===== src/common/mcd_pkg.sv =====
// constants, field layouts and carrier types of the commutation delay manager
// assumes one 125 MHz clock and an axi4-lite register bus with 32-bit data
`default_nettype none

package mcd_pkg;

   // ********
   // register map (byte addresses) and field positions
   // ********
   localparam logic [5:0] OFS_PIN = 6'h00;
   localparam logic [5:0] OFS_MODE = 6'h04;
   localparam logic [5:0] OFS_PHASE = 6'h08;
   localparam logic [5:0] OFS_RATIO = 6'h0C;
   localparam logic [5:0] OFS_COMP = 6'h10;
   localparam logic [5:0] OFS_DEMAG = 6'h14;
   localparam logic [5:0] OFS_ZC = 6'h18;
   localparam logic [5:0] OFS_ZPRV = 6'h1C;
   localparam logic [5:0] OFS_WGHT = 6'h20;
   localparam logic [5:0] OFS_TIMER = 6'h24;
   localparam logic [5:0] OFS_STATUS = 6'h28;

   // pin configuration register
   localparam int unsigned PIN_PCN = 0;
   localparam int unsigned PIN_TES = 1;
   localparam int unsigned PIN_SR = 3;
   localparam int unsigned PIN_IS = 4;
   localparam int unsigned PIN_OFF_INPUT_GROUND_SELECT = 6;
   localparam int unsigned PIN_RUN = 7;

   // input select codes
   localparam logic [1:0] SEL_A = 2'h0;
   localparam logic [1:0] SEL_B = 2'h1;
   localparam logic [1:0] SEL_C = 2'h2;
   localparam logic [1:0] SEL_NONE = 2'h3;

   // axi response codes
   localparam logic [1:0] RESP_OKAY = 2'h0;
   localparam logic [1:0] RESP_SLVERR = 2'h2;

   // ********
   // carrier types
   // ********
   // mode preload, low six bits of the mode register in this order
   typedef struct packed {
      logic sim_demag;
      logic sim_zero;
      logic direct;
      logic soft_comm;
      logic dcb;
      logic autosw;
   } mcd_mode_s;

   // one bit per phase input, bit 0 is a, bit 2 is c
   typedef struct packed {
      logic [2:0] analog_sel;
      logic [2:0] digital_sel;
      logic [2:0] std_io;
      logic [2:0] ground_en;
      logic [2:0] read_en;
      logic comp_on;
      logic speed_mode;
   } mcd_pins_s;

   typedef struct packed {
      logic comm;
      logic demag;
      logic zero;
   } mcd_events_s;

   // whole state of the top module
   typedef struct packed {
      logic awready;
      logic wready;
      logic bvalid;
      logic [1:0] bresp;
      logic arready;
      logic rvalid;
      logic [1:0] rresp;
      logic [31:0] rdata;
      logic aw_have;
      logic w_have;
      logic [5:0] aw_addr;
      logic [7:0] w_byte;
      logic w_lane0;
      logic [7:0] pin_cfg;
      mcd_mode_s mode_pre;
      mcd_mode_s mode_act;
      logic [5:0] phase_pre;
      logic [5:0] phase_act;
      logic [3:0] ratio;
      logic [14:0] pre_cnt;
      logic [7:0] timer;
      logic [7:0] comp;
      logic [7:0] demag;
      logic [7:0] zc;
      logic [7:0] zprv;
      logic [7:0] wght;
      logic comp_armed;
      logic demag_armed;
      logic zc_armed;
      logic mult_load;
      mcd_pins_s pins;
      mcd_events_s ev;
   } mcd_state_s;

   localparam mcd_state_s STATE_RST = '0;

endpackage

`default_nettype wire


===== src/core/mcd_mult.sv =====
// weighted commutation delay: a times b divided by 256
// purely combinational; the caller registers the result
`default_nettype none

module mcd_mult #(
   parameter int unsigned WIDTH = 8
) (
   // operands
   input wire logic [WIDTH-1:0] weight,
   input wire logic [WIDTH-1:0] interval,
   // scaled product
   output logic [WIDTH-1:0] delay
);

   // ************************************************************
   // elaboration check
   // ************************************************************
   if (WIDTH < 2) begin : g_bad_width
      $error("mcd_mult: WIDTH must be at least 2");
   end

   logic [2*WIDTH-1:0] product;

   // full product, upper half is the divide by 2**WIDTH
   assign product = weight * interval;
   assign delay = product[2*WIDTH-1:WIDTH];

endmodule

`default_nettype wire


===== src/core/mcd_top.sv =====
// commutation delay manager with phase-input pin configuration
// assumes an axi4-lite master, synchronous single-cycle event pulses
// from the input detection block, and one clock with async reset
//
// Function
// - sensor mode routes selected input to comparator
// - sensor mode select 11 frees all inputs
// - edge select nonzero gives tacho or encoder inputs; here only in sensor mode, else all plain i/o
// - sensorless off inputs float or ground
// - analog inputs lose their digital path
// - digital sensor inputs stay readable on port
// - eight-bit timer with shifting prescaler
// - capture and compare registers update on events
// - preload bits apply at commutation or phase write
// - demag register captures and simulates demag
// - two cascaded zero-cross captures, current also compares
// - multiplier computes next commutation time
// - commutation when timer matches compare register
// - autoswitched mode commutates automatically
// - soft commutation on timer match of written compare
// - soft compare armed only by compare write
// - nonzero edge select measures speed only
// - speed mode leaves six-step logic idle
// - autoswitch bit selects autoswitched or switched
// - switched mode match commutates and clears timer
// - hardware zero cross captures, shifts, clears timer in autoswitched or speed mode
//
// Chosen here: the address map and the AXI4-Lite register port.
`default_nettype none

module mcd_top #(
   parameter int unsigned ADDR_W = 6,
   parameter int unsigned TIMER_W = 8
) (
   // clock and reset
   input wire logic clock,
   input wire logic reset,
   // axi4-lite write address and data
   input wire logic [ADDR_W-1:0] s_axi_awaddr,
   input wire logic [2:0] s_axi_awprot,
   input wire logic s_axi_awvalid,
   output logic s_axi_awready,
   input wire logic [31:0] s_axi_wdata,
   input wire logic [3:0] s_axi_wstrb,
   input wire logic s_axi_wvalid,
   output logic s_axi_wready,
   // axi4-lite write response
   output logic [1:0] s_axi_bresp,
   output logic s_axi_bvalid,
   input wire logic s_axi_bready,
   // axi4-lite read
   input wire logic [ADDR_W-1:0] s_axi_araddr,
   input wire logic [2:0] s_axi_arprot,
   input wire logic s_axi_arvalid,
   output logic s_axi_arready,
   output logic [31:0] s_axi_rdata,
   output logic [1:0] s_axi_rresp,
   output logic s_axi_rvalid,
   input wire logic s_axi_rready,
   // events from the input detection block
   input wire logic zero_cross_in,
   input wire logic demag_in,
   // pin configuration, events and phase state out
   output mcd_pkg::mcd_pins_s pins,
   output mcd_pkg::mcd_events_s events,
   output logic [5:0] phase_state
);

   // ********
   // elaboration checks
   // ********
   if (ADDR_W < 6) begin : g_bad_addr
      $error("mcd_top: ADDR_W must be at least 6");
   end
   if (TIMER_W != 8) begin : g_bad_timer
      $error("mcd_top: only an 8-bit timer is supported");
   end

   // ********
   // functions
   // ********
   // address decode shared by the read and the write path
   function automatic logic mcd_mapped(input logic [ADDR_W-1:0] addr);
      logic hit;
      hit = 1'b0;
      if (addr[ADDR_W-1:2] <= (ADDR_W-2)'(mcd_pkg::OFS_STATUS[5:2])) begin
         hit = 1'b1;
      end
      return hit;
   endfunction

   // phase input routing from the pin configuration byte
   function automatic mcd_pkg::mcd_pins_s mcd_pin_decode(
      input logic [7:0] cfg);
      mcd_pkg::mcd_pins_s p;
      logic position_sensor_select;
      logic [1:0] speed_sensor_edge_select;
      logic [1:0] sel;
      logic [2:0] onehot;
      p = '0;
      position_sensor_select = cfg[mcd_pkg::PIN_PCN];
      speed_sensor_edge_select = cfg[mcd_pkg::PIN_TES +: 2];
      sel = cfg[mcd_pkg::PIN_IS +: 2];
      onehot = (sel == mcd_pkg::SEL_NONE) ? 3'h0 : 3'(3'h1 << sel);
      p.speed_mode = (speed_sensor_edge_select != 2'h0);
      if (!position_sensor_select && speed_sensor_edge_select == 2'h0) begin
         // sensorless: off inputs follow the grounding select
         p.analog_sel = onehot;
         p.ground_en = cfg[mcd_pkg::PIN_OFF_INPUT_GROUND_SELECT] ? ~onehot : 3'h0;
         p.comp_on = (sel != mcd_pkg::SEL_NONE);
      end else if (position_sensor_select && speed_sensor_edge_select == 2'h0) begin
         p.analog_sel = onehot;
         p.std_io = ~onehot;
         p.comp_on = (sel != mcd_pkg::SEL_NONE);
      end else if (position_sensor_select) begin
         // speed sensors: comparator always off
         p.digital_sel = (sel == mcd_pkg::SEL_NONE) ? 3'h3 : onehot;
         p.std_io = ~p.digital_sel;
      end else begin
         // combination not defined: leave every input as plain i/o
         p.std_io = 3'h7;
      end
      // analog inputs lose the port path, digital ones keep it
      p.read_en = p.std_io | p.digital_sel;
      return p;
   endfunction

   // ********
   // state and multiplier
   // ********
   mcd_pkg::mcd_state_s s_q;
   mcd_pkg::mcd_state_s s_d;
   logic [7:0] mult_res;

   // the multiplier reads registered captures, so its result is
   // used one cycle after the shift that it depends on
   mcd_mult #(
      .WIDTH(TIMER_W)
   ) u_mult (
      .weight(s_q.wght),
      .interval(s_q.mode_act.dcb ? s_q.zc : s_q.zprv),
      .delay(mult_res)
   );

   // ********
   // next-state logic
   // ********
   always_comb begin
      logic run;
      logic tick;
      logic six_step;
      logic cmp_en;
      logic hw_z;
      logic sim_z;
      logic hw_d;
      logic sim_d;
      logic comm;
      logic wr_go;
      logic phase_wr;
      logic [14:0] mask;
      logic [7:0] nxt;
      logic [7:0] rd;
      s_d = s_q;
      s_d.ev = '0;
      run = s_q.pin_cfg[mcd_pkg::PIN_RUN];
      mask = 15'(16'h0001 << s_q.ratio) - 15'h0001;
      tick = run && (s_q.pre_cnt >= mask);
      nxt = s_q.timer + 8'h01;
      six_step = !s_q.pins.speed_mode;
      comm = 1'b0;
      wr_go = 1'b0;
      phase_wr = 1'b0;
      rd = 8'h00;

      // prescaler: one timer step per 2**ratio clocks
      if (run) begin
         s_d.pre_cnt = tick ? 15'h0000 : s_q.pre_cnt + 15'h0001;
      end else begin
         s_d.pre_cnt = 15'h0000;
      end

      // hardware events only count while the timer runs
      hw_z = run && zero_cross_in;
      hw_d = run && demag_in;
      sim_z = tick && s_q.mode_act.sim_zero && s_q.zc_armed &&
         nxt == s_q.zc;
      sim_d = tick && s_q.mode_act.sim_demag && s_q.demag_armed &&
         nxt == s_q.demag;

      // compare enable: switched without soft commutation compares
      // always; soft and autoswitched need an arming load first
      if (!s_q.mode_act.autosw && !s_q.mode_act.soft_comm) begin
         cmp_en = 1'b1;
      end else begin
         cmp_en = s_q.comp_armed;
      end
      if (six_step && tick && cmp_en && nxt == s_q.comp) begin
         comm = 1'b1;
         s_d.comp_armed = 1'b0;
      end

      // autoswitched hardware commutation: load the weighted delay,
      // firing at once if the timer has already passed it
      s_d.mult_load = 1'b0;
      if (s_q.mult_load && six_step) begin
         if (mult_res <= s_q.timer) begin
            comm = 1'b1;
            s_d.comp = s_q.timer;
            s_d.comp_armed = 1'b0;
         end else begin
            s_d.comp = mult_res;
            s_d.comp_armed = 1'b1;
         end
      end

      // demagnetization capture and simulated demag
      if (hw_d) begin
         s_d.demag = s_q.timer;
      end
      if (sim_d) begin
         s_d.demag_armed = 1'b0;
      end

      // zero crossing: cascade the captures; the count restarts only in autoswitched and speed modes
      if (hw_z) begin
         s_d.zc = s_q.timer;
         s_d.zprv = s_q.zc;
      end else if (sim_z) begin
         s_d.zprv = s_q.zc;
         s_d.zc_armed = 1'b0;
      end
      if ((hw_z || sim_z) && s_q.mode_act.autosw && six_step &&
         !s_q.mode_act.soft_comm) begin
         s_d.mult_load = 1'b1;
      end

      // timer: zero cross clears it in autoswitched and speed modes,
      // a switched-mode commutation clears it, else it steps
      if (!run) begin
         s_d.timer = s_q.timer;
      end else if ((hw_z || sim_z) &&
         (s_q.mode_act.autosw || !six_step)) begin
         s_d.timer = 8'h00;
      end else if (comm && !s_q.mode_act.autosw) begin
         s_d.timer = 8'h00;
      end else if (tick) begin
         s_d.timer = nxt;
      end

      // events leave as single-cycle pulses
      s_d.ev.comm = comm;
      s_d.ev.demag = hw_d || sim_d;
      s_d.ev.zero = hw_z || sim_z;

      // ********
      // axi4-lite write channel
      // ********
      if (s_q.bvalid && s_axi_bready) begin
         s_d.bvalid = 1'b0;
      end
      if (s_axi_awvalid && s_q.awready) begin
         s_d.aw_have = 1'b1;
         s_d.aw_addr = s_axi_awaddr[5:0];
      end
      if (s_axi_wvalid && s_q.wready) begin
         s_d.w_have = 1'b1;
         s_d.w_byte = s_axi_wdata[7:0];
         s_d.w_lane0 = s_axi_wstrb[0];
      end
      // both halves held: perform the write and answer next cycle
      if (s_q.aw_have && s_q.w_have && !s_q.bvalid) begin
         s_d.aw_have = 1'b0;
         s_d.w_have = 1'b0;
         s_d.bvalid = 1'b1;
         s_d.bresp = mcd_mapped(ADDR_W'(s_q.aw_addr)) ?
            mcd_pkg::RESP_OKAY : mcd_pkg::RESP_SLVERR;
         wr_go = s_q.w_lane0;
      end

      // register writes come after the hardware updates so that a
      // write arming a compare wins over a same-cycle disarm
      if (wr_go) begin
         unique case (s_q.aw_addr)
            mcd_pkg::OFS_PIN: s_d.pin_cfg = s_q.w_byte;
            mcd_pkg::OFS_MODE: s_d.mode_pre = s_q.w_byte[5:0];
            mcd_pkg::OFS_PHASE: begin
               s_d.phase_pre = s_q.w_byte[5:0];
               phase_wr = 1'b1;
            end
            mcd_pkg::OFS_RATIO: s_d.ratio = s_q.w_byte[3:0];
            mcd_pkg::OFS_COMP: begin
               s_d.comp = s_q.w_byte;
               s_d.comp_armed = 1'b1;
            end
            mcd_pkg::OFS_DEMAG: begin
               s_d.demag = s_q.w_byte;
               s_d.demag_armed = 1'b1;
            end
            mcd_pkg::OFS_ZC: begin
               s_d.zc = s_q.w_byte;
               s_d.zc_armed = 1'b1;
            end
            mcd_pkg::OFS_WGHT: s_d.wght = s_q.w_byte;
            default: ;
         endcase
      end

      // preload: at commutation normally, at a phase write in direct
      // access mode, and freely while the timer is stopped
      if ((comm && !s_q.mode_act.direct) ||
         (phase_wr && s_q.mode_act.direct) || !run) begin
         s_d.mode_act = s_d.mode_pre;
         s_d.phase_act = s_d.phase_pre;
      end

      // ********
      // axi4-lite read channel
      // ********
      if (s_q.rvalid && s_axi_rready) begin
         s_d.rvalid = 1'b0;
      end
      if (s_axi_arvalid && s_q.arready) begin
         unique case (s_axi_araddr[5:0])
            mcd_pkg::OFS_PIN: rd = s_q.pin_cfg;
            mcd_pkg::OFS_MODE: rd = {2'h0, s_q.mode_pre};
            mcd_pkg::OFS_PHASE: rd = {2'h0, s_q.phase_act};
            mcd_pkg::OFS_RATIO: rd = {4'h0, s_q.ratio};
            mcd_pkg::OFS_COMP: rd = s_q.comp;
            mcd_pkg::OFS_DEMAG: rd = s_q.demag;
            mcd_pkg::OFS_ZC: rd = s_q.zc;
            mcd_pkg::OFS_ZPRV: rd = s_q.zprv;
            mcd_pkg::OFS_WGHT: rd = s_q.wght;
            mcd_pkg::OFS_TIMER: rd = s_q.timer;
            mcd_pkg::OFS_STATUS: rd = {2'h0, s_q.pins.speed_mode,
               s_q.pins.comp_on, s_q.mult_load, s_q.zc_armed,
               s_q.demag_armed, s_q.comp_armed};
            default: rd = 8'h00;
         endcase
         s_d.rvalid = 1'b1;
         s_d.rdata = {24'h00_0000, rd};
         s_d.rresp = mcd_mapped(s_axi_araddr) ?
            mcd_pkg::RESP_OKAY : mcd_pkg::RESP_SLVERR;
      end

      // ready flags are registered so outputs come from flip-flops
      s_d.awready = !s_d.aw_have && !s_d.bvalid;
      s_d.wready = !s_d.w_have && !s_d.bvalid;
      s_d.arready = !s_d.rvalid;

      // pin routing follows the configuration byte one cycle later
      s_d.pins = mcd_pin_decode(s_q.pin_cfg);
   end

   // ********
   // state register
   // ********
   // everything, timer and captures included, clears on reset
   always_ff @(posedge clock or posedge reset) begin
      if (reset) begin
         s_q <= mcd_pkg::STATE_RST;
      end else begin
         s_q <= s_d;
      end
   end

   // ********
   // outputs
   // ********
   assign s_axi_awready = s_q.awready;
   assign s_axi_wready = s_q.wready;
   assign s_axi_bvalid = s_q.bvalid;
   assign s_axi_bresp = s_q.bresp;
   assign s_axi_arready = s_q.arready;
   assign s_axi_rvalid = s_q.rvalid;
   assign s_axi_rdata = s_q.rdata;
   assign s_axi_rresp = s_q.rresp;
   assign pins = s_q.pins;
   assign events = s_q.ev;
   assign phase_state = s_q.phase_act;

endmodule

`default_nettype wire


===== config.mk =====
export PLATFORM = sky130hd
export DESIGN_NAME = mcd_top
export DESIGN_NICKNAME = d
export VERILOG_FILES = /design/src/common/mcd_pkg.sv /design/src/core/mcd_mult.sv /design/src/core/mcd_top.sv
export SDC_FILE = /design/constraint.sdc
export NUM_CORES = 1
export LEC_CHECK = 0
export BUFFER_PORTS_ARGS = -buffer_cell sky130_fd_sc_hd__clkbuf_2
export CAP_MARGIN = 20
export CORE_ASPECT_RATIO = 1.5
export CORE_MARGIN = 4
export CORE_UTILIZATION = 45
export CTS_BUF_LIST = sky130_fd_sc_hd__clkbuf_8
export CTS_CLUSTER_DIAMETER = 100
export DETAILED_ROUTE_END_ITERATION = 8
export GPL_TIMING_DRIVEN = 1
export PLACE_DENSITY = 0.67
export SETUP_SLACK_MARGIN = 0.4
export SYNTH_ARGS = -nofsm -noshare
export SYNTH_HDL_FRONTEND = slang
export SYNTH_SLANG_ARGS = --single-unit

===== constraint.sdc =====
create_clock -name clock -period 6.8 [get_ports clock]
set_input_delay 0.34 -clock clock [delete_from_list [all_inputs] [get_ports clock]]
set_output_delay 0.34 -clock clock [all_outputs]
set_load 0.005 [all_outputs]

==> results.toml <==
[run_status]
status = "finished clean"

[detailed_routing]
vias = 8035
dr_wl_met2_um = 15300
drc = 0
ant_nets = 0
met3_length_um = 929
drt_iter0_markers = 388
wl_met1_um = 10600
routed_wl_um = 28400
top_layer = "met4"
vias_per_cell = 5.52
dr.pass1.iters = 5
avgRoutedWirePerCell_um = 19.5

[cts]
holdBufCountCts = 0
htreeDepth = 4
clkTransAtPathRegs_ns = 0.08
clk_path_buf_depth = 2
clock_latency_ns = 0.46
cts_tree = "built"
cts.sinks = 155
clk_root_buffer_cell = "clkbuf_8"
cts_buffers = 17

[global_routing]
grt_overflow = 0
grt_pass1_vias = 8346
grt_use_total = 0.218
grt_pass1_wl_um = 45100
grt_max_degree = 106
antenna_found_initial = 0

[critical_path]
worstPathArrival_ns = 6.91
reg2reg_slack_ns = 0.23
slowest_delay_ns = 0.60
cp_top_family = "adder cells"
r2r-start = "s_q[104]"
crit_path_max_fanout = 7
crit_required_ns = 7.14
slowest_stage = "fa_1"
path_buf_inv = 5
r2r-end = "phase_state[4]"
worstSetupPathType = "register to register"
crit_path_end_kind = "register"
crit_top_cell = "fa_1"
crit_path_start_kind = "register"
rr_worst_depth = 26

[synthesis]
synth_edf_count = 0
avgSynthCellArea_sq_um = 10.2
synthDominantCellAreaShare = 0.357
async_flop_share = 1.00
syn_area_sq_um = 10900
ys_warn_count = 0
synthTopCellsByCount = "dfrtp_1 (155), nand2_1 (71), inv_1 (69)"
synthCells = 1061
synth_most_common_cell = "dfrtp_1"
synthTopCellsByArea = "dfrtp_1 (36%), ha_1 (7.4%), fa_1 (6.4%)"
synth_seq_cells = 155
yosysSeqAreaShare = 0.357
synthFlopType = "dfrtp_1"
synth.distinct_cells = 78
synth_area_leader_cell = "dfrtp_1"

[sta]
fmax_mhz = 152
clock_skew_ns = 0.0144
rsz0062_at_grt = "true"
holdWs_ns = 0.0913
tightest_slew_ns = 0.921
min_period_ns = 6.57
slew_headroom = 0.386
final-hold-violation-count = 0
finalSetupViolCount = 0
min_period_over_period = 0.966
drv_slew = 0

[power_and_ir_drop]
power.leakage_nw = 5.91
seqPwrFrac = 0.349
p_sw_mw = 1.93
p_clk_frac = 0.161
ir_drop_mv = 0.365
pwr_density_cell_nw_per_um2 = 379
sw_frac_of_total = 0.417
internal_power_mw = 2.69
comb_power_share = 0.490

[cells_and_area]
nets = 1286
drive_gt1_frac = 0.252
antenna_cells = 0
final_area_sq_um = 12200
stdcell_count = 1456
fillers = 2145
synthToLayoutAreaGrowth_pct = 12.1

[placement]
port_buffers = 70
placed_cell_area_sq_um = 11400
hpwl_um = 21600
dpl.cell_count = 1412
place.gp.congestion = 0.928

[min_path]
min_path_type = "input pin to asynchronous set/reset pin"

[floorplanning]
core.rowCount = 69
start_util = 0.458
io_pins = 130
dieHeight_um = 198
dieArea_sq_um = 26700
fp.coreArea_sq_um = 23700
die_w_um = 135

[run]
maxCapViolCount = 0
## through the flow
stage | power [mW] | setup TNS (ns) | setup slack [ns] | utilization
after detailed placement | 3.65 | -0.00334 | -0.00334 | 0.481
after global routing | 4.94 | -0.105 | -0.0229 | 0.513
after global placement | 3.60 | 0 | 0.140 | 0.481
after floorplan | 2.95 | 0 | 0.406 | -
final | 4.61 | 0 | 0.231 | 0.513
after CTS | 4.55 | 0 | 0.189 | 0.508
## worst register-to-register path, stage by stage (launching register included)
cell,delay [ns]
dfrtp_1,0.39
buf_12,0.16
mux2i_4,0.27
nor2b_2,0.07
fa_1,0.53
inv_1,0.05
fa_1,0.47
inv_1,0.05
fa_1,0.46
fa_1,0.60
ha_4,0.21
a21oi_2,0.15
nand2_2,0.07
o311a_4,0.40
a211o_1,0.30
a21oi_2,0.18
xnor2_2,0.16
ha_4,0.25
nand4_1,0.10
nand2b_1,0.14
a21oi_2,0.06
o311a_1,0.38
a21boi_2,0.17
a211oi_2,0.16
buf_4,0.20
buf_12,0.14
mux2_2,0.33
## power groups by stage
stage | Combinational, mW | Sequential, mW | Clock [mW]
after global placement | 1.99 | 1.61 | 0
after CTS | 2.19 | 1.60 | 0.758
after global routing | 2.50 | 1.64 | 0.798
after floorplan | 1.56 | 1.39 | 0
final | 2.26 | 1.61 | 0.744
after detailed placement | 2.03 | 1.62 | 0
## cell type report
type	count	area, sq um	share of cell area
multi-input cells	758	6420	0.527
well taps	319	399	0.0328
repair buffers	123	801	0.0657
inverters	69	264	0.0217
flip-flops and latches	155	3880	0.318
clock inverters	15	181	0.0149
clock buffers	17	234	0.0192
## state kept, by name, summed over array words and instances (netlist names)
name / count
s_axi_bresp: 1
phase_state: 6
events: 3
s_q: 114
s_axi_rdata: 8
s_axi_rvalid: 1
s_axi_wready: 1
pins: 17
s_axi_awready: 1
s_axi_arready: 1
s_axi_rresp: 1
s_axi_bvalid: 1
## repair_timing
action                     CTS  global route
gates resized for setup     37            15
setup endpoints to repair   11            17
pin swaps                   28            10
gates cloned                 1             0
buffers inserted             7             3
## cell families (layout without fill, tap and decap cells)
family / after synthesis / count (layout) / synth area share
AND/OR/NAND/NOR: 299 / 299 / 0.146
flip-flops: 155 / 155 / 0.357
AO/OA/AOI/OAI: 161 / 161 / 0.0987
other: 1 / 26 / 0.000345
XOR/XNOR: 52 / 52 / 0.0432
multiplexers: 121 / 121 / 0.132
adder cells (fa/ha/maj): 99 / 99 / 0.138
buffers and inverters: 173 / 224 / 0.0845
## cells in the final DEF, fill, tap and decap left out, drive strengths merged, types with 10 or more instances in the layout
master / instances
nor2: 65
and2: 17
fa: 35
nor3: 14
inv: 75
o21ai: 47
xor2: 20
a21oi: 42
buf: 53
nand3: 29
nor2b: 40
mux2i: 40
ha: 64
dfrtp: 155
conb: 26
o211ai: 12
nand4: 11
nand2b: 10
mux2: 72
xnor2: 31
clkbuf: 87
nand2: 71
## metal layers
layer / track usage / up-vias
li1: - / 3710
met5: 0 / -
met1: 0.238 / 4003
met4: 0.119 / 0
met2: 0.405 / 238
met3: 0.0272 / 84
## worst max-delay path by stage
stage / from / end / slack [ns] / cells after the start
final: s_q[104] / phase_state[4] / 0.23 / 26
after global routing: s_q[104] / phase_state[1] / -0.02 / 26
after CTS: s_q[104] / phase_state[4] / 0.19 / 26
after detailed placement: s_q[104] / phase_state[5] / -0.003 / 26
after global placement: s_q[104] / phase_state[4] / 0.14 / 26
after floorplan: s_q[104] / phase_state[0] / 0.41 / 24
(Power assumes the default switching activity.)
